## config.mk

```make
export PLATFORM = sky130hd
export DESIGN_NAME = mii_port_straps
export DESIGN_NICKNAME = d
export VERILOG_FILES = /design/src/logic/mii_port_pkg.sv /design/src/logic/byte_stream_if.sv /design/src/logic/mii_port_straps.sv /design/src/logic/stream_fifo.sv
export VERILOG_INCLUDE_DIRS = /design/src /design/src/logic
export SDC_FILE = /design/constraint.sdc
export NUM_CORES = 1
export LEC_CHECK = 0
export ABC_CLOCK_PERIOD_IN_PS = 3600
export BUFFER_PORTS_ARGS = -buffer_cell sky130_fd_sc_hd__buf_2
export CORE_MARGIN = 2
export CORE_UTILIZATION = 55
export DETAILED_ROUTE_END_ITERATION = 10
export MAX_ROUTING_LAYER = met4
export PLACE_DENSITY = 0.86
export RECOVER_POWER = 25
export SLEW_MARGIN = 0
export SYNTH_ARGS = -nofsm -noshare
export SYNTH_HDL_FRONTEND = slang
export SYNTH_SLANG_ARGS = --single-unit
```

## constraint.sdc

```tcl
create_clock -name clk -period 3.6 [get_ports clk]
set_clock_uncertainty 0.15 [all_clocks]
set_input_delay 0.54 -clock clk [delete_from_list [all_inputs] [get_ports clk]]
set_output_delay 0.54 -clock clk [all_outputs]
set_load 0.1 [all_outputs]
```

## src/logic/mii_port_regs.svh

```systemverilog
// Timing counts and strap bit positions for the MII/RMII port logic
`ifndef MII_PORT_REGS_SVH
`define MII_PORT_REGS_SVH

`define MP_CLK_MHZ          100
`define MP_MII100_CLK_MHZ   25
`define MP_MII10_CLK_MHZ_X10 25
`define MP_MII_HALF_100     (`MP_CLK_MHZ / (2 * `MP_MII100_CLK_MHZ))
`define MP_MII_HALF_10      ((`MP_CLK_MHZ * 10) / (2 * `MP_MII10_CLK_MHZ_X10))
`define MP_RMII_10M_REPEAT  10
`define MP_FIFO_DEPTH       8
`define MP_FIFO_WIDTH       9

`define MP_STRAP_BIT0       0
`define MP_STRAP_BIT1       1
`define MP_STRAP_BIT2       2
`define MP_STRAP_BIT3       3

`endif

```

## src/logic/mii_port_pkg.sv

```systemverilog
// Types shared by the MII/RMII port logic
`default_nettype none
package mii_port_pkg;

    typedef enum logic [0:0] {
        EG_IDLE = 1'b0,
        EG_SEND = 1'b1
    } egress_state_t;

    typedef logic [7:0] byte_t;

endpackage : mii_port_pkg

`default_nettype wire

```

## src/logic/byte_stream_if.sv

```systemverilog
// Valid/ready stream carrier between the port logic and its FIFO
`timescale 1ns/1ps
`default_nettype none

interface byte_stream_if #(parameter int WIDTH = 9);
    logic [WIDTH-1:0] data;
    logic             valid;
    logic             ready;

    modport src (output data, output valid, input ready);
    modport snk (input data, input valid, output ready);
endinterface : byte_stream_if

`default_nettype wire

```

## src/logic/mii_port_straps.sv

```systemverilog
// Two switch MAC ports facing MII/RMII: straps, clocks and port-4 data path
// How it works
// - port-3 rx bit 2 high enables back pressure
// - port-3 rx bit 1 high keeps collided packets
// - port-3 rx bit 0 high selects aggressive back-off
// - port-4 rx bit 3 high enables flow control
// - port-4 rx bit 2 high selects half duplex
// - port-4 rx bit 1 high selects 10Mbps
// - port-4 tx clock output only in PHY mode
// - port-4 rx clock input/output/50MHz reference by mode
// - valid pin is data valid or CRS_DV
// - MII uses four bits, RMII two
// - port-3 carrier sense and collision only in MII
// - port-3 rx bit 3 low enables flow control
`timescale 1ns/1ps
`default_nettype none
`include "mii_port_regs.svh"

module mii_port_straps
    import mii_port_pkg::*;
(
    input  wire logic       clk,
    input  wire logic       rst,
    input  wire logic       p3_mii_mode,
    input  wire logic       p4_mii_mode,
    input  wire logic       p4_phy_mode,
    input  wire logic       clock_mode_select_strap,
    input  wire logic       rmii_ref_out_enable,
    input  wire logic [3:0] p3_rx_pins_in,
    output logic      [3:0] p3_rx_pins_out,
    output logic      [3:0] p3_rx_pins_oe_n,
    output logic            p3_rx_valid,
    output logic            p3_carrier_sense,
    output logic            p3_collision,
    input  wire logic [3:0] p3_sw_rx_data,
    input  wire logic       p3_sw_rx_valid,
    input  wire logic       p3_sw_carrier,
    input  wire logic       p3_sw_collision,
    output logic            p3_backpressure_en,
    output logic            p3_keep_collided,
    output logic            p3_aggressive_backoff,
    output logic            p3_flowctl_en,
    output logic            p4_fd_flowctl_en,
    output logic            p4_half_duplex,
    output logic            p4_speed_10,
    input  wire logic       p4_tx_enable,
    input  wire logic [3:0] p4_tx_data,
    input  wire logic       p4_tx_clock_in,
    output logic            p4_tx_clock_out,
    output logic            p4_tx_clock_oe_n,
    input  wire logic       p4_rx_clock_in,
    output logic            p4_rx_clock_out,
    output logic            p4_rx_clock_oe_n,
    input  wire logic [3:0] p4_rx_pins_in,
    output logic      [3:0] p4_rx_pins_out,
    output logic      [3:0] p4_rx_pins_oe_n,
    output logic            p4_crs_valid,
    output logic      [7:0] ing_data,
    output logic            ing_last,
    output logic            ing_valid,
    input  wire logic       ing_ready,
    output logic            ing_overflow,
    input  wire logic [7:0] eg_data,
    input  wire logic       eg_last,
    input  wire logic       eg_valid,
    output logic            eg_ready
);
    // Strap capture
    logic       strap_done;
    logic [3:0] p3_strap;
    logic [3:1] p4_strap;
    logic       next_strap_done;
    logic [3:0] next_p3_strap;
    logic [3:1] next_p4_strap;

    always_comb begin
        next_strap_done = 1'b1;
        next_p3_strap   = p3_strap;
        next_p4_strap   = p4_strap;
        if (!strap_done) begin
            next_p3_strap = p3_rx_pins_in;
            next_p4_strap = p4_rx_pins_in[3:1];
        end
    end

    always_ff @(posedge clk) begin
        if (rst) begin
            strap_done <= 1'b0;
            p3_strap   <= 4'h0;
            p4_strap   <= 3'h0;
        end else begin
            strap_done <= next_strap_done;
            p3_strap   <= next_p3_strap;
            p4_strap   <= next_p4_strap;
        end
    end

    // Clock generation and link edges
    logic       ref_q;
    logic       phy_clk;
    logic [4:0] phy_cnt;
    logic [3:0] rep_cnt;
    logic       tx_clk_prev;
    logic       rx_clk_prev;
    logic       next_ref_q;
    logic       next_phy_clk;
    logic [4:0] next_phy_cnt;
    logic [3:0] next_rep_cnt;
    logic       phy_rise;
    logic       ref_edge;
    logic       in_edge;
    logic       out_edge;
    logic       in_slot;
    logic       out_slot;
    logic       clk_mode;

    always_comb begin
        clk_mode     = clock_mode_select_strap;
        next_ref_q   = ~ref_q;
        phy_rise     = (phy_cnt == 5'h00) && !phy_clk;
        next_phy_clk = phy_clk;
        next_phy_cnt = phy_cnt - 5'h01;
        if (phy_cnt == 5'h00) begin
            next_phy_clk = ~phy_clk;
            next_phy_cnt = p4_strap[`MP_STRAP_BIT1] ? 5'(`MP_MII_HALF_10 - 1)
                                                     : 5'(`MP_MII_HALF_100 - 1);
        end
        ref_edge = clk_mode ? !ref_q : (p4_tx_clock_in && !tx_clk_prev);
        if (!p4_mii_mode) begin
            in_edge  = ref_edge;
            out_edge = ref_edge;
        end else if (p4_phy_mode) begin
            in_edge  = phy_rise;
            out_edge = phy_rise;
        end else begin
            in_edge  = p4_tx_clock_in && !tx_clk_prev;
            out_edge = p4_rx_clock_in && !rx_clk_prev;
        end
        next_rep_cnt = rep_cnt;
        if (ref_edge) begin
            next_rep_cnt = (rep_cnt == 4'(`MP_RMII_10M_REPEAT - 1)) ? 4'h0 : rep_cnt + 4'h1;
        end
        in_slot  = in_edge && (p4_mii_mode || !p4_strap[`MP_STRAP_BIT1] ||
                               rep_cnt == 4'h0);
        out_slot = out_edge && (p4_mii_mode || !p4_strap[`MP_STRAP_BIT1] ||
                                rep_cnt == 4'h0);
    end

    always_ff @(posedge clk) begin
        if (rst) begin
            ref_q       <= 1'b0;
            phy_clk     <= 1'b0;
            phy_cnt     <= 5'h00;
            rep_cnt     <= 4'h0;
            tx_clk_prev <= 1'b0;
            rx_clk_prev <= 1'b0;
        end else begin
            ref_q       <= next_ref_q;
            phy_clk     <= next_phy_clk;
            phy_cnt     <= next_phy_cnt;
            rep_cnt     <= next_rep_cnt;
            tx_clk_prev <= p4_tx_clock_in;
            rx_clk_prev <= p4_rx_clock_in;
        end
    end

    // Ingress: assemble nibbles or dibits into bytes
    logic [7:0] in_sh;
    logic [1:0] in_cnt;
    logic [7:0] pend;
    logic       pend_v;
    logic       push;
    logic [8:0] push_word;
    logic [7:0] next_in_sh;
    logic [1:0] next_in_cnt;
    logic [7:0] next_pend;
    logic       next_pend_v;
    logic       next_push;
    logic [8:0] next_push_word;
    logic       byte_done;

    byte_stream_if #(.WIDTH(`MP_FIFO_WIDTH)) fifo_wr ();
    byte_stream_if #(.WIDTH(`MP_FIFO_WIDTH)) fifo_rd ();

    always_comb begin
        next_in_sh     = in_sh;
        next_in_cnt    = in_cnt;
        next_pend      = pend;
        next_pend_v    = pend_v;
        next_push      = 1'b0;
        next_push_word = push_word;
        byte_done      = 1'b0;
        if (in_slot && strap_done) begin
            if (p4_tx_enable) begin
                if (p4_mii_mode) begin
                    next_in_sh = {p4_tx_data, in_sh[7:4]};
                    byte_done  = (in_cnt == 2'd1);
                end else begin
                    next_in_sh = {p4_tx_data[1:0], in_sh[7:2]};
                    byte_done  = (in_cnt == 2'd3);
                end
                next_in_cnt = byte_done ? 2'd0 : in_cnt + 2'd1;
                if (byte_done) begin
                    next_pend   = next_in_sh;
                    next_pend_v = 1'b1;
                    next_push   = pend_v;
                    next_push_word = {1'b0, pend};
                end
            end else begin
                next_in_cnt = 2'd0;
                next_pend_v = 1'b0;
                next_push   = pend_v;
                next_push_word = {1'b1, pend};
            end
        end
    end

    always_ff @(posedge clk) begin
        if (rst) begin
            in_sh     <= 8'h00;
            in_cnt    <= 2'd0;
            pend      <= 8'h00;
            pend_v    <= 1'b0;
            push      <= 1'b0;
            push_word <= 9'h000;
        end else begin
            in_sh     <= next_in_sh;
            in_cnt    <= next_in_cnt;
            pend      <= next_pend;
            pend_v    <= next_pend_v;
            push      <= next_push;
            push_word <= next_push_word;
        end
    end

    assign fifo_wr.valid = push;
    assign fifo_wr.data  = push_word;

    stream_fifo #(.WIDTH(`MP_FIFO_WIDTH), .DEPTH(`MP_FIFO_DEPTH)) u_ing_fifo (
        .clk (clk),
        .rst (rst),
        .wr  (fifo_wr.snk),
        .rd  (fifo_rd.src)
    );

    // Output stage re-registers the FIFO head so outputs come from flops
    logic next_ing_valid;
    assign fifo_rd.ready = !ing_valid || ing_ready;

    always_comb begin
        next_ing_valid = ing_valid && !ing_ready;
        if (fifo_rd.ready && fifo_rd.valid) begin
            next_ing_valid = 1'b1;
        end
    end

    always_ff @(posedge clk) begin
        if (rst) begin
            ing_valid    <= 1'b0;
            ing_data     <= 8'h00;
            ing_last     <= 1'b0;
            ing_overflow <= 1'b0;
        end else begin
            ing_valid    <= next_ing_valid;
            ing_overflow <= push && !fifo_wr.ready;
            if (fifo_rd.ready && fifo_rd.valid) begin
                ing_data <= fifo_rd.data[7:0];
                ing_last <= fifo_rd.data[8];
            end
        end
    end

    // Egress: serialise bytes onto the receive pins
    egress_state_t eg_state;
    egress_state_t next_eg_state;
    logic [7:0]    hold;
    logic          hold_last;
    logic          hold_v;
    logic [7:0]    eg_sh;
    logic          eg_cur_last;
    logic [1:0]    eg_rem;
    logic [3:0]    eg_unit;
    logic          eg_drive;
    logic [7:0]    next_hold;
    logic          next_hold_last;
    logic          next_hold_v;
    logic [7:0]    next_eg_sh;
    logic          next_eg_cur_last;
    logic [1:0]    next_eg_rem;
    logic [3:0]    next_eg_unit;
    logic          next_eg_drive;
    logic          load_ok;

    always_comb begin
        next_hold        = hold;
        next_hold_last   = hold_last;
        next_hold_v      = hold_v;
        next_eg_state    = eg_state;
        next_eg_sh       = eg_sh;
        next_eg_cur_last = eg_cur_last;
        next_eg_rem      = eg_rem;
        next_eg_unit     = eg_unit;
        next_eg_drive    = eg_drive;
        load_ok = hold_v && !(p4_strap[`MP_STRAP_BIT2] && p4_tx_enable);
        if (out_slot && strap_done) begin
            case (eg_state)
                EG_IDLE: begin
                    next_eg_drive = 1'b0;
                end
                EG_SEND: begin
                    next_eg_sh   = p4_mii_mode ? {4'h0, eg_sh[7:4]} : {2'b00, eg_sh[7:2]};
                    next_eg_rem  = eg_rem - 2'd1;
                    next_eg_unit = p4_mii_mode ? next_eg_sh[3:0]
                                               : {2'b00, next_eg_sh[1:0]};
                    if (eg_rem == 2'd0) begin
                        next_eg_drive = 1'b0;
                        next_eg_state = EG_IDLE;
                    end
                end
                default: begin
                    next_eg_state = EG_IDLE;
                end
            endcase
            if ((eg_state == EG_IDLE || (eg_rem == 2'd0 && !eg_cur_last)) && load_ok) begin
                next_eg_sh       = hold;
                next_eg_cur_last = hold_last;
                next_eg_rem      = p4_mii_mode ? 2'd1 : 2'd3;
                next_eg_unit     = p4_mii_mode ? hold[3:0] : {2'b00, hold[1:0]};
                next_eg_drive    = 1'b1;
                next_eg_state    = EG_SEND;
                next_hold_v      = 1'b0;
            end
        end
        if (eg_valid && eg_ready) begin
            next_hold      = eg_data;
            next_hold_last = eg_last;
            next_hold_v    = 1'b1;
        end
    end

    always_ff @(posedge clk) begin
        if (rst) begin
            eg_state    <= EG_IDLE;
            hold        <= 8'h00;
            hold_last   <= 1'b0;
            hold_v      <= 1'b0;
            eg_ready    <= 1'b0;
            eg_sh       <= 8'h00;
            eg_cur_last <= 1'b0;
            eg_rem      <= 2'd0;
            eg_unit     <= 4'h0;
            eg_drive    <= 1'b0;
        end else begin
            eg_state    <= next_eg_state;
            hold        <= next_hold;
            hold_last   <= next_hold_last;
            hold_v      <= next_hold_v;
            eg_ready    <= !next_hold_v;
            eg_sh       <= next_eg_sh;
            eg_cur_last <= next_eg_cur_last;
            eg_rem      <= next_eg_rem;
            eg_unit     <= next_eg_unit;
            eg_drive    <= next_eg_drive;
        end
    end

    // Pin drivers and configuration outputs
    always_ff @(posedge clk) begin
        if (rst) begin
            p3_rx_pins_out        <= 4'h0;
            p3_rx_pins_oe_n       <= 4'hf;
            p4_rx_pins_out        <= 4'h0;
            p4_rx_pins_oe_n       <= 4'hf;
            p3_rx_valid           <= 1'b0;
            p3_carrier_sense      <= 1'b0;
            p3_collision          <= 1'b0;
            p4_crs_valid          <= 1'b0;
            p4_tx_clock_out       <= 1'b0;
            p4_tx_clock_oe_n      <= 1'b1;
            p4_rx_clock_out       <= 1'b0;
            p4_rx_clock_oe_n      <= 1'b1;
            p3_backpressure_en    <= 1'b0;
            p3_keep_collided      <= 1'b0;
            p3_aggressive_backoff <= 1'b0;
            p3_flowctl_en         <= 1'b1;
            p4_fd_flowctl_en      <= 1'b0;
            p4_half_duplex        <= 1'b0;
            p4_speed_10           <= 1'b0;
        end else begin
            p3_rx_pins_oe_n       <= next_strap_done ? 4'h0 : 4'hf;
            p4_rx_pins_oe_n       <= next_strap_done ? 4'h0 : 4'hf;
            p3_rx_pins_out        <= p3_mii_mode ? p3_sw_rx_data
                                                 : {2'b00, p3_sw_rx_data[1:0]};
            p3_rx_valid           <= p3_sw_rx_valid;
            p3_carrier_sense      <= p3_mii_mode && p3_sw_carrier;
            p3_collision          <= p3_mii_mode && p3_sw_collision;
            p4_rx_pins_out        <= next_eg_unit;
            p4_crs_valid          <= next_eg_drive;
            p4_tx_clock_out       <= next_phy_clk;
            p4_tx_clock_oe_n      <= !(p4_mii_mode && p4_phy_mode);
            p4_rx_clock_out       <= p4_mii_mode ? next_phy_clk : next_ref_q;
            p4_rx_clock_oe_n      <= !((p4_mii_mode && p4_phy_mode) ||
                                       (!p4_mii_mode && clk_mode &&
                                        rmii_ref_out_enable));
            p3_backpressure_en    <= p3_strap[`MP_STRAP_BIT2];
            p3_keep_collided      <= p3_strap[`MP_STRAP_BIT1];
            p3_aggressive_backoff <= p3_strap[`MP_STRAP_BIT0];
            p3_flowctl_en         <= !p3_strap[`MP_STRAP_BIT3];
            p4_fd_flowctl_en      <= p4_strap[`MP_STRAP_BIT3];
            p4_half_duplex        <= p4_strap[`MP_STRAP_BIT2];
            p4_speed_10           <= p4_strap[`MP_STRAP_BIT1];
        end
    end

endmodule : mii_port_straps

`default_nettype wire

```

## src/logic/stream_fifo.sv

```systemverilog
// Synchronous FIFO with valid/ready on both sides
`timescale 1ns/1ps
`default_nettype none

module stream_fifo #(
    parameter int WIDTH = 9,
    parameter int DEPTH = 8
) (
    input  wire logic  clk,
    input  wire logic  rst,
    byte_stream_if.snk wr,
    byte_stream_if.src rd
);
    localparam int AW = $clog2(DEPTH);

    logic [WIDTH-1:0] mem [DEPTH];
    logic [AW-1:0]    wr_ptr;
    logic [AW-1:0]    rd_ptr;
    logic [AW:0]      count;
    logic [AW-1:0]    next_wr_ptr;
    logic [AW-1:0]    next_rd_ptr;
    logic [AW:0]      next_count;
    logic             do_wr;
    logic             do_rd;

    assign wr.ready = (count != (AW+1)'(DEPTH));
    assign rd.valid = (count != '0);
    assign rd.data  = mem[rd_ptr];

    always_comb begin
        do_wr       = wr.valid && wr.ready;
        do_rd       = rd.valid && rd.ready;
        next_wr_ptr = do_wr ? ((wr_ptr == AW'(DEPTH - 1)) ? '0 : wr_ptr + 1'b1) : wr_ptr;
        next_rd_ptr = do_rd ? ((rd_ptr == AW'(DEPTH - 1)) ? '0 : rd_ptr + 1'b1) : rd_ptr;
        next_count  = count;
        if (do_wr && !do_rd) begin
            next_count = count + 1'b1;
        end else if (do_rd && !do_wr) begin
            next_count = count - 1'b1;
        end
    end

    always_ff @(posedge clk) begin
        if (rst) begin
            wr_ptr <= '0;
            rd_ptr <= '0;
            count  <= '0;
        end else begin
            wr_ptr <= next_wr_ptr;
            rd_ptr <= next_rd_ptr;
            count  <= next_count;
        end
    end

    always_ff @(posedge clk) begin
        if (do_wr) begin
            mem[wr_ptr] <= wr.data;
        end
    end

endmodule : stream_fifo

`default_nettype wire
```

# Yosys cells after proc, flatten, opt, wreduce, memory -nomap -nowiden
# Memory sizes are Yosys's and may differ from the RTL's. A register that Yosys moved wholly into a read port is not among the register bits.
# Index checks and enable logic that the tools add are counted.
# Widths: inputs -> output; s select.
dict set report op_classes {
  n_addsub 8
  n_reduce_logical 59
  mux 50
  n_eq_ne 8
  bitwise_logic 5
}
# cell count
set ops {}
lappend ops {{$mux 4} 8}
lappend ops {{$mux 1} 26}
lappend ops {{$mux 8} 3}
lappend ops {{$logic_and 1x1->1} 23}
lappend ops {{$mux 9} 2}
lappend ops {{$logic_not 1->1} 17}
lappend ops {{$mux 2} 5}
lappend ops {{$mux 5} 2}
lappend ops {{$reduce_and 2->1} 5}
lappend ops {{$add 4x1->4 const B} 2}
lappend ops {{$add 3x1->3 const B} 2}
lappend ops {{$eq 3x3->1 const B} 2}
lappend ops {{$mux 3} 2}
lappend ops {{$mux 6} 1}
lappend ops {{$logic_not 5->1} 1}
lappend ops {{$logic_or 1x1->1} 5}
lappend ops {{$not 1->1} 5}
lappend ops {{$sub 5x1->5 const B} 1}
lappend ops {{$eq 4x4->1 const B} 1}
lappend ops {{$logic_not 4->1} 1}
lappend ops {{$ne 4x4->1 const B} 1}
lappend ops {{$reduce_bool 2->1} 2}
lappend ops {{$reduce_bool 4->1} 1}
lappend ops {{$reduce_or 2->1} 2}
lappend ops {{other kinds (10)} 10}
dict set report totals {
  input_bits 40
  reg_bits 111
  memories 1
  mem_bits_rw 72
  out_inout_bits 43
  word_cells 177
}
# name words width rd rd_clocked_by_memory_dff write_ports line
set memory_table {}
lappend memory_table {u_ing_fifo.mem 8 9 1 1 1 stream_fifo.sv:16} ;# logic [WIDTH-1:0] mem [DEPTH];

# Longest topological paths before layout
# Gate-level depths: netlist of the first run.
dict set report logic_depth {
  word_depth 9
  depth_mapped 10
  mapped_depth_nobuf 10
}

# Modules after synthesis
# Synthesis of the first run repeated with hierarchy kept, for this count alone.
dict set report hier_totals {
  hier_cells 624
  hier_area_um2 7664.9
}
# mod cells_each seq_area_each_um2 area_per_inst_um2 n_inst
set modules_own_cells {}
lappend modules_own_cells {mii_port_straps 445 2062.0 4230.3 1}
lappend modules_own_cells {stream_fifo 179 2422.3 3434.5 1}

# Least setup slack after synthesis of the first run
# OpenSTA, ideal clock, no wires.
dict set report synth_path {
  kind {reg2reg}
  start {register ing_valid}
  end {register u_ing_fifo.count[3]}
  arrival_time_ns 2.732
  setup_slack_ns 0.597
  required_ns 3.329
  synth_period_minus_slack_ns 3.003
  setup_time_ns 0.121
  path_stages_with_launch 11
  path_buffers 0
  cell_sequence {dfxtp_1 -> nand2b_1 -> nor2b_1 -> inv_1 -> ha_1 -> inv_1 -> ha_1 -> a21o_1 -> a21oi_1 -> mux2i_1 -> mux2_2}
}
dict set report synth_via {
  elab_chain_cells 6
  elab_cells_between_ends 8
  cone_classes {mux (1); reduce/logical (7)}
}
# item line
set synth_rtl {}
lappend synth_rtl {{from (decl)} mii_port_straps.sv:60} ;# output logic ing_valid,
lappend synth_rtl {{from (signal assigned)} mii_port_straps.sv:264} ;# ing_valid <= next_ing_valid;
lappend synth_rtl {{$logic_not 1->1 (*)} mii_port_straps.sv:248} ;# assign fifo_rd.ready = !ing_valid || ing_ready;
lappend synth_rtl {{$logic_or 1x1->1 (*)} mii_port_straps.sv:248}
lappend synth_rtl {{$logic_and 1x1->1 (*)} stream_fifo.sv:32} ;# do_rd = rd.valid && rd.ready;
lappend synth_rtl {{$logic_not 1->1} stream_fifo.sv:36} ;# if (do_wr && !do_rd) begin
lappend synth_rtl {{$logic_and 1x1->1} stream_fifo.sv:36}
lappend synth_rtl {{$mux 4 or $reduce_bool 2->1 (tied branches)} --}
lappend synth_rtl {{to (signal assigned)} stream_fifo.sv:51} ;# count <= next_count;
lappend synth_rtl {{to (decl)} stream_fifo.sv:19} ;# logic [AW:0] count;
# Mark *: on every way between the ends. The rest lies on a longest branch, timed or not.
# A chain may end at the register's enable or synchronous reset.

# Worst setup path after layout of the first run
dict set report layout_path {
  start {register u_ing_fifo.count[0]}
  end {register u_ing_fifo.count[3]}
}
dict set report layout_via {
  elab_chain_cells 5
  elab_cells_between_ends 13
  cone_classes {add/sub (2); eq/ne (1); mux (2); reduce/logical (8)}
}
# item line
set layout_rtl {}
lappend layout_rtl {{$ne 4x4->1 (*)} stream_fifo.sv:26} ;# assign wr.ready = (count != (AW+1)'(DEPTH));
lappend layout_rtl {{$logic_and 1x1->1 (*)} stream_fifo.sv:31} ;# do_wr = wr.valid && wr.ready;
lappend layout_rtl {{named net u_ing_fifo.do_wr} stream_fifo.sv:23} ;# logic do_wr;
lappend layout_rtl {{$logic_not 1->1} stream_fifo.sv:38} ;# end else if (do_rd && !do_wr) begin
lappend layout_rtl {{$logic_and 1x1->1} stream_fifo.sv:38}
lappend layout_rtl {{$reduce_bool 2->1 (no line)} --}
# Mark *: on every way through the listed nets, which the timed path passes. The rest lies on a longest branch. The select of a mux whose other input is x is not followed.

==> metrics.md, run 1 <==
| Metric | Value |
|---|---|
| Unique masters post-synth | 59 |
| Worst-Skew Late Latency | 0.43 ns |
| DRT iter0 DRCs | around 400 |
| TritonCTS clock tree | yes |
| Final setup vio count | 0 |
| Ys async rst share | 0% |
| CTS Buf Count | 17 |
| Die span in y | approximately 120 um |
| Post-DP HPWL | 10100 um |
| Number of global-route vias before repair | about 5000 |
| Most used DFF post-synth | dfxtp_1 |
| Final Util | 64.6% |
| Sequential element share of the synthesized area | 59.0% |
| Die W | ~120 um |
| # DRC | 0 |
| Share of cells above drive strength 1 | between 20% and 30% |
| Port Buffers | approximately 80 |
| Crit-path max FO | 9 |
| Slowest-stage cell, CP | or4b_1 |
| Final hold vios | 0 |
| GRT Max-Usage Layer | met2 |
| Grt met1 use | 26.3% |
| CTS H-tree depth | 4 |
| Crit Path Class | register to register |
| # diodes | 0 |
| Initial core utilization | 56.4% |
| Total track usage | 22.6% |
| Clock Pin Slew Worst Setup and Hold Paths | approximately 0.07 ns |
| Largest net degree at the start of global routing | 87 |
| Sum Neg Setup Slack | 0 ns |
| Cell mode on critical path | ha_1 |
| # IOs | 83 |
| Setup bufs post-CTS | 0 |
| Post-CTS Resized | 0 |
| Unrepaired setup endpoints after global routing | false |
| Syn avg cell area | between 10 and 15 um^2 |
| Placement-stage cell area | between 0.007 and 0.008 mm^2 |
| Total grt overflow | 0 |
| Critical path required time | 3.77 ns |
| IR drop worst, VDD | 0.421 mV |
| Critical path cell sequence | or4b_1, nand2_1, inv_2, ha_1, inv_1, ha_1, a21o_1, a21oi_1, mux2i_1, mux2_2 |
| Iteration count of the initial detailed-routing pass | 5 |
| Final worst-path cycle share | a little under nine tenths |
| Antenna violations before repair | 0 |
| Post-route minimum period | between 3 and 4 ns |
| Met3 usage | between 5 and 6% |
| Synth Instances | approximately 600 |
| Hold buffers post-CTS | 0 |
| Slowest cell delay on critical path | roughly 0.57 ns |
| Sink Count | 185 |
| CTS root buf | clkbuf_16 |
| Ys Warns | 0 |
| Die area | between 0.01 and 0.015 mm^2 |
| Lkg Pwr | approximately 0.0032 uW |
| Max Cap Viol | 0 |
| Vias | between 4000 and 5000 |
| Status | finished clean |
| # rows | 42 |
| Fin. max-slew vios | 0 |
| Max clock buf depth | 2 |
| Core area | between 0.01 and 0.015 mm^2 |
| Hold Crit Class | primary input to register |
| Crit path buf inv count | 2 |
| Placer Congestion | a little under 0.9 |
| Max transition margin | between 30% and 40% |
| GRT met2 Usage | between 30% and 40% |
| Peak Freq | about 320 MHz |
| Routed wire length per instance | about 17 um |
| Post-Syn Nets | approximately 670 |
| Post-synth EDFFs | 72 |
| Vias per cell | between 5 and 6 |
| ANT nets after route | 0 |
| Count of state elements after synthesis | around 190 |
| Worst Setup Start Kind | register |
| Crit path DAT | 3.27 ns |
| Final #Nets | 732 |
| First-pass GRT wire length | 24600 um |
| Worst Max-Slew Pin Slew | ~1.0 ns |
| Synth Cell Area | between 0.007 and 0.008 mm^2 |
| Area Growth Syn to Fin | 14.6% |
| Cell family with most CP delay | simple AND/OR/NAND/NOR gates |
| Routed WL | approximately 15000 um |
| Critical Path End Type | register |
| Cell Pwr Density | between 700 and 800 mW/mm^2 |
| Final Cell Area | 0.00859 mm^2 |
## area by class of cell
| cell class | count | area [um^2] |
|---|---|---|
| inverter | 19 | 71.3 |
| fill | 955 | 4710 |
| sequential | 185 | 4420 |
| multi-input combinational | 369 | 2790 |
| clock inverter | 14 | 194 |
| tap | 176 | 220 |
| clock buffer | 18 | 429 |
| timing repair buffer | 88 | 457 |
## worst paths after layout
kind | from | to | slack, ns | depth (start not counted)
hold / removal | p3_sw_collision | p3_collision | 0.16 | 2
setup reg to reg | u_ing_fifo.count[0] | u_ing_fifo.count[3] | 0.50 | 10
hold reg to reg | p3_strap[3] | p3_flowctl_en | 0.24 | 1
setup / recovery | u_ing_fifo.count[0] | u_ing_fifo.count[3] | 0.50 | 10
## cell usage in the layout, fill, tap and decap left out, drive strengths merged, types with 7 or more instances in the layout
master / synthesis / final
a211oi: 13 / 13
a21oi: 33 / 33
a311oi: 9 / 9
buf: 27 / 87
clkbuf: 14 / 19
dfxtp: 113 / 113
edfxtp: 72 / 72
ha: 11 / 11
inv: 19 / 22
mux2: 9 / 9
mux2i: 48 / 48
mux4: 18 / 18
nand2: 68 / 68
nor2: 37 / 37
nor2b: 15 / 15
nor3: 10 / 10
o211ai: 11 / 11
o21ai: 7 / 7
or2: 7 / 7
## Yosys cell counts, drive strengths merged (13+ instances only)
library cell | number | area share [%]
dfxtp | 113 | 30
edfxtp | 72 | 29
nand2 | 68 | 3.4
mux2i | 48 | 6.4
nor2 | 37 | 1.9
a21oi | 33 | 2.2
buf | 27 | 2.2
inv | 19 | 0.95
mux4 | 18 | 5.4
nor2b | 15 | 1.3
clkbuf | 14 | 0.72
a211oi | 13 | 1.3
## power by group
| part | internal, uW | switching, uW |
|---|---|---|
| registers | 2320 | 145 |
| clock network | 1170 | 798 |
| logic | 574 | 1120 |
## worst reg2reg max path, delay by kind of cell, from the launching register on
kind                       cells  cell delay (ns)
adders and majority gates      2             0.46
AOI/OAI and AO/OA              2             0.34
and+or+nand+nor                2             0.85
DFF                            1             0.37
buffers and inverters          2             0.24
muxes                          2             0.59
## logic make-up (layout without fill, tap and decap cells)
logic type               Yosys count  after routing  synth area share [%]
XOR/XNOR                           5              5                 0.584
buffers and inverters             60            139                  3.87
flip-flops                       185            185                  59.0
AND/OR/NAND/NOR                  176            176                  11.9
adder cells (fa/ha/maj)           12             12                  2.10
AO/OA/AOI/OAI                    101            101                  9.36
multiplexers                      75             75                  13.2
## state kept, by name, summed over array words and instances, names as in the netlist, 4 cells and up
register / cells
u_ing_fifo.mem: 72
fifo_wr.data: 9
eg_sh: 8
hold: 8
ing_data: 8
pend: 8
in_sh: 6
phy_cnt: 5
p3_rx_pins_out: 4
p3_strap: 4
rep_cnt: 4
u_ing_fifo.count: 4
## metal layers
metal  share of wire, %  wire [um]
met5                  0          0
met1                 42       6300
met4                1.8        263
met3                3.6        541
met2                 53       7860
## metrics by stage
stage / instances / power, uW / hold WS [ns] / setup slack (ns)
global route: 869 / 6400 / 0.158 / 0.324
detailed placement: 837 / 4210 / 0.221 / 0.536
global placement: 837 / 4130 / 0.215 / 0.635
CTS: 869 / 6170 / 0.151 / 0.502
finish: 869 / 6130 / 0.165 / 0.498
floorplan: 614 / 3870 / 0.208 / 0.597
Note: power is estimated with default switching activity, not from simulation.
==> run 2, diff against run 1 <==
--- a/config.mk
+++ b/config.mk
@@ -8,6 +8,7 @@
 export LEC_CHECK = 0
 export ABC_CLOCK_PERIOD_IN_PS = 3600
 export BUFFER_PORTS_ARGS = -buffer_cell sky130_fd_sc_hd__buf_2
+export CORE_ASPECT_RATIO = 0.9
 export CORE_MARGIN = 2
 export CORE_UTILIZATION = 55
 export DETAILED_ROUTE_END_ITERATION = 10
==> run 2 against run 1 <==
Effect of this change: critical path depth did not move; sequential power barely moved; worst setup slack improved by 0.029 ns; register-to-register slack improved by 0.03 ns; power fell by 2.4%; sequential share of layout area rose by 0.37 points; critical endpoint unchanged; largest power group unchanged.
==> metrics.md, run 2 (synthesized netlist as in run 1, its figures left out) <==
| Metric | Value |
|---|---|
| First-pass GRT wire length | around 24000 um |
| Largest Register | u_ing_fifo.mem |
| Reg-to-Reg End | u_ing_fifo.count[3] |
| Post-DP HPWL | between 9000 and 10000 um |
| FF+latch area | around 0.0044 mm^2 |
| Final setup vio count | 0 |
| Area Growth Syn to Fin | 13.7% |
| FF-to-FF Start | u_ing_fifo.count[0] |
| Clock Pin Slew Worst Setup and Hold Paths | roughly 0.07 ns |
| Commonest non-fill, non-tap cell in the layout | dfxtp_1 |
| Most frequent cells in the layout | dfxtp_1 (113), buf_2 (81), edfxtp_1 (72) |
| Unrepaired setup endpoints after global routing | false |
| Slowest-stage cell, CP | or4b_1 |
| Slowest cell delay on critical path | just under 0.6 ns |
| Largest register FFs | ~70 |
| Critical path cell sequence | or4b_1, nand2_1, inv_2, ha_1, inv_1, ha_1, a21o_1, a21oi_1, mux2i_1, mux2_2 |
| Area of the multi-input gates | between 0.002 and 0.003 mm^2 |
| Crit Path Class | register to register |
| Peak Freq | ~330 MHz |
| Die span in y | ~110 um |
| Placer Congestion | about 0.81 |
| Port Buffers | just over 80 |
| Hold buffers post-CTS | 0 |
| TritonCTS clock tree | yes |
| CTS Buf Count | 17 |
| Max transition margin | a little under a fifth |
| Max clock buf depth | 2 |
| Sink Count | roughly 190 |
| Vias per cell | roughly 5.8 |
| Sum Neg Setup Slack | 0 ns |
| Final worst-path cycle share | a little under nine tenths |
| CTS root buf | clkbuf_16 |
| Vias | 4961 |
| Fin. max-slew vios | 0 |
| Die area | between 0.01 and 0.015 mm^2 |
| Cell Pwr Density | between 700 and 800 mW/mm^2 |
| Initial core utilization | a little under three fifths |
| Post-route minimum period | 3.07 ns |
| ANT nets after route | 0 |
| # DRC | 0 |
| Lkg Pwr | ~0.0032 uW |
| Tot Pwr | 5980 uW |
| R2R Setup Slk | 0.53 ns |
| # diodes | 0 |
| # IOs | 83 |
| Total grt overflow | 0 |
| Hold path endpoint | p3_rx_pins_out[2] |
| Worst-Skew Late Latency | ~0.44 ns |
| Crit path DAT | 3.25 ns |
| # rows | 40 |
| Fill count | 959 |
| Core area | about 0.013 mm^2 |
| Post-CTS Resized | 0 |
| Final #Nets | 733 |
| Cell mode on critical path | ha_1 |
| Worst Max-Slew Pin Slew | 1.22 ns |
| Hold Crit Class | primary input to register |
| Setup bufs post-CTS | 0 |
| Max Cap Viol | 0 |
| Total track usage | between 20 and 25% |
| Largest net degree at the start of global routing | 45 |
| Iteration count of the initial detailed-routing pass | 6 |
| Routed wire length per instance | approximately 17 um |
| Routed WL | 14700 um |
| Reg2reg path depth | 10 |
| Number of global-route vias before repair | 4858 |
| Status | finished clean |
| Worst Setup Start Kind | register |
| CTS H-tree depth | 4 |
| Share of cells above drive strength 1 | between 20% and 30% |
| Hold path cells | 2 |
| Antenna violations before repair | 0 |
| Crit-path max FO | 9 |
| Worst Hold Launch | p3_sw_rx_data[2] |
| Die W | between 100 and 150 um |
| IR drop worst, VDD | just over 0.4 mV |
| Critical path required time | roughly 3.8 ns |
| DRT iter0 DRCs | between 300 and 400 |
| Final hold vios | 0 |
| Critical Path End Type | register |
-- run 2: worst max path at each step --
stage	from	end	slack, ns	cells after the start
detailed placement	u_ing_fifo.count[0]	u_ing_fifo.count[3]	0.55	10
floorplan	ing_valid	u_ing_fifo.count[3]	0.60	10
CTS	u_ing_fifo.count[0]	u_ing_fifo.count[3]	0.53	10
global route	u_ing_fifo.count[0]	u_ing_fifo.count[3]	0.38	10
global placement	u_ing_fifo.count[0]	u_ing_fifo.count[3]	0.64	10
finish	u_ing_fifo.count[0]	u_ing_fifo.count[3]	0.53	10
-- run 2: routing by layer --
metal  up-vias  global-route usage, %  routed length, um
met2       148                   36.7               7480
met4         0                   7.03                208
met1      2423                   26.6               6190
li1       2366                      -                  -
met5         -                      -                  0
met3        24                   5.77                814
-- run 2: critical path: cells and delay by family, from the launching register on --
kind / cells / cell delay [ns]
AOI/OAI and AO/OA: 2 / 0.35
muxes: 2 / 0.56
and+or+nand+nor: 2 / 0.86
adders and majority gates: 2 / 0.45
DFF: 1 / 0.37
buffers and inverters: 2 / 0.23
-- run 2: power by group --
group | switching [uW] | internal (uW) | total [uW]
clock network | 886 | 929 | 1810
logic | 1120 | 575 | 1700
registers | 146 | 2320 | 2460
-- run 2: final cells by class --
cell class,count,share of cell area (%)
clock buffers,17,4.99
clock inverters,15,1.73
inverters,19,0.837
multi-input cells,369,32.6
flip-flops and latches,185,51.9
well taps,168,2.47
repair buffers,89,5.46
-- run 2: stage by stage --
step / worst slack [ns] / hold WS (ns) / instance area, um^2 / util (%) / std cells
5_1_grt: 0.376 / 0.144 / 8530 / 64.0 / 862
3_3_place_gp: 0.643 / 0.213 / 7950 / 59.7 / 830
6_report: 0.526 / 0.155 / 8530 / 64.0 / 862
4_1_cts: 0.528 / 0.137 / 8530 / 64.0 / 862
3_5_place_dp: 0.547 / 0.248 / 7950 / 59.7 / 830
2_1_floorplan: 0.597 / 0.208 / 7500 / - / 614
==> run 3, diff against run 2 <==
--- a/config.mk
+++ b/config.mk
@@ -13,7 +13,7 @@
 export CORE_UTILIZATION = 55
 export DETAILED_ROUTE_END_ITERATION = 10
 export MAX_ROUTING_LAYER = met4
-export PLACE_DENSITY = 0.86
+export PLACE_DENSITY = 0.87
 export RECOVER_POWER = 25
 export SLEW_MARGIN = 0
 export SYNTH_ARGS = -nofsm -noshare
==> run 3 against run 2 <==
Effect of this change: the flow now finishes with violations (max-capacitance violations, max-slew violations); die area stayed put; final area is 0.26% higher; utilization is 0.17 points higher; critical path depth stayed put; combinational power hardly changed; clock power is 2% higher; register-to-register slack worse by 0.05 ns; worst hold slack better by 0.0096 ns; global-route usage is 0.69 points higher; flip-flop and latch count stayed put; sequential power is 2% higher; critical endpoint unchanged.
==> metrics.md, run 3 (synthesized netlist as in run 1, its figures left out) <==
| Metric | Value |
|---|---|
| Status | complete, but fails checks |
| Failing checks | max-capacitance violations, max-slew violations |
| Setup bufs post-CTS | 0 |
| ANT nets after route | 0 |
| Die area | about 0.015 mm^2 |
| Iteration count of the initial detailed-routing pass | 5 |
| Post-CTS Resized | 0 |
| Largest net degree at the start of global routing | 87 |
| DRT iter0 DRCs | just over 400 |
| Crit Path Class | register to register |
| Final Util | between 60% and 70% |
| Share of cells above drive strength 1 | about a quarter |
| Core area | approximately 0.013 mm^2 |
| Final hold vios | 0 |
| Unrepaired setup endpoints after global routing | false |
| Routed WL | between 15000 and 20000 um |
| Crit-path max FO | 9 |
| Fill count | 944 |
| # diodes | 0 |
| Vias per cell | 5.77 |
| Port Buffers | 81 |
| Psw | 2060 uW |
| Sum Neg Setup Slack | 0 ns |
| Sink Count | between 150 and 200 |
| IR drop worst, VDD | around 0.43 mV |
| Max clock buf depth | 2 |
| Crit path DAT | between 3 and 4 ns |
| Initial core utilization | between 50 and 60% |
| Number of global-route vias before repair | 5080 |
| Seq pwr share | 41.4% |
| Max Cap Viol | 1 |
| Vias | about 5000 |
| Largest register FFs | 72 |
| Commonest non-fill, non-tap cell in the layout | dfxtp_1 |
| Lkg Pwr | 0.00322 uW |
| Fin. max-slew vios | 87 |
| Die span in y | roughly 110 um |
| Placer Congestion | between 0.8 and 0.9 |
| Worst-Skew Late Latency | approximately 0.43 ns |
| Worst Max-Slew Pin Slew | roughly 1.7 ns |
| Hold buffers post-CTS | 0 |
| Critical Path End Type | register |
| Most frequent cells in the layout | dfxtp_1 (113), buf_2 (81), edfxtp_1 (72) |
| Switch share | 34.1% |
| Clock Pin Slew Worst Setup and Hold Paths | 0.06 ns |
| Peak Freq | ~320 MHz |
| Antenna violations before repair | 0 |
| Clock power share | a little under a third |
| CTS H-tree depth | 4 |
| Area Growth Syn to Fin | 14.0% |
| Final setup vio count | 0 |
| # rows | 40 |
| Combinational share of power | between 20% and 30% |
| Hold Crit Class | primary input to register |
| Largest Register | u_ing_fifo.mem |
| Routed wire length per instance | between 15 and 20 um |
| Final worst-path cycle share | between 80% and 90% |
| Post-DP HPWL | between 10000 and 15000 um |
| Total grt overflow | 0 |
| Cell Pwr Density | approximately 700 mW/mm^2 |
| Max transition margin | -13.0% |
| Total track usage | between 20 and 25% |
| # IOs | 83 |
| CTS root buf | clkbuf_16 |
| Critical path required time | 3.76 ns |
| TritonCTS clock tree | yes |
| # DRC | 0 |
| Internal | 3980 uW |
| First-pass GRT wire length | 24900 um |
| Post-route minimum period | about 3.1 ns |
| Worst Setup Start Kind | register |
| Die W | 127 um |
| Final #Nets | approximately 730 |
| CTS Buf Count | 17 |
-- run 3: changes by cell type in the layout (fill, tap and decap cells not counted), sizes merged --
cell,change
inv,-12
clkbuf,+6
clkinv,+3
bufinv,+2
clkinvlp,+2
buf,-1
-- run 3: critical path, stage by stage, from the launching register on --
cell and delay [ns]:
dfxtp_1 0.36, or4b_1 0.59, nand2_1 0.28, inv_2 0.09, ha_1 0.20, inv_1 0.13
ha_1 0.26, a21o_1 0.18, a21oi_1 0.19, mux2i_1 0.22, mux2_2 0.36
-- run 3: final cells by class --
cell class	instances	area, um^2	area share [%]
flip-flops and latches	185	4420	51.8
multi-input cells	369	2790	32.6
clock buffers	22	474	5.55
clock inverters	10	119	1.39
inverters	19	71.3	0.834
repair buffers	89	463	5.42
well taps	168	210	2.46
-- run 3: path summary, 6_finish.rpt --
| kind | from | slack [ns] | cells past startpoint | endpoint |
|---|---|---|---|---|
| setup / recovery | u_ing_fifo.count[0] | 0.47 | 10 | u_ing_fifo.count[3] |
| hold reg to reg | p3_strap[3] | 0.24 | 1 | p3_flowctl_en |
| setup reg to reg | u_ing_fifo.count[0] | 0.47 | 10 | u_ing_fifo.count[3] |
| hold / removal | p3_sw_carrier | 0.16 | 2 | p3_carrier_sense |
-- run 3: routing by layer --
metal | routed length, um | track usage, %
met3 | 749 | 6.05
met2 | 7890 | 39.2
met4 | 250 | 6.74
met5 | 0 | -
met1 | 6220 | 26.4
-- run 3: power by group through the flow --
| stage | combinational, uW | clock, uW | sequential (uW) |
|---|---|---|---|
| floorplan | 945 | 0 | 2930 |
| global placement | 1610 | 0 | 2530 |
| detailed placement | 1680 | 0 | 2540 |
| CTS | 1690 | 1870 | 2500 |
| global route | 1810 | 1960 | 2520 |
| finish | 1690 | 1850 | 2500 |
-- run 3: stage by stage --
step	setup WS (ns)	total power, uW	cell area, um^2	instances	hold WS [ns]
global placement	0.646	4130	7960	830	0.214
detailed placement	0.485	4220	7960	830	0.218
floorplan	0.597	3870	7500	614	0.208
CTS	0.465	6070	8550	862	0.148
finish	0.473	6030	8550	862	0.164
global route	0.285	6290	8550	862	0.147
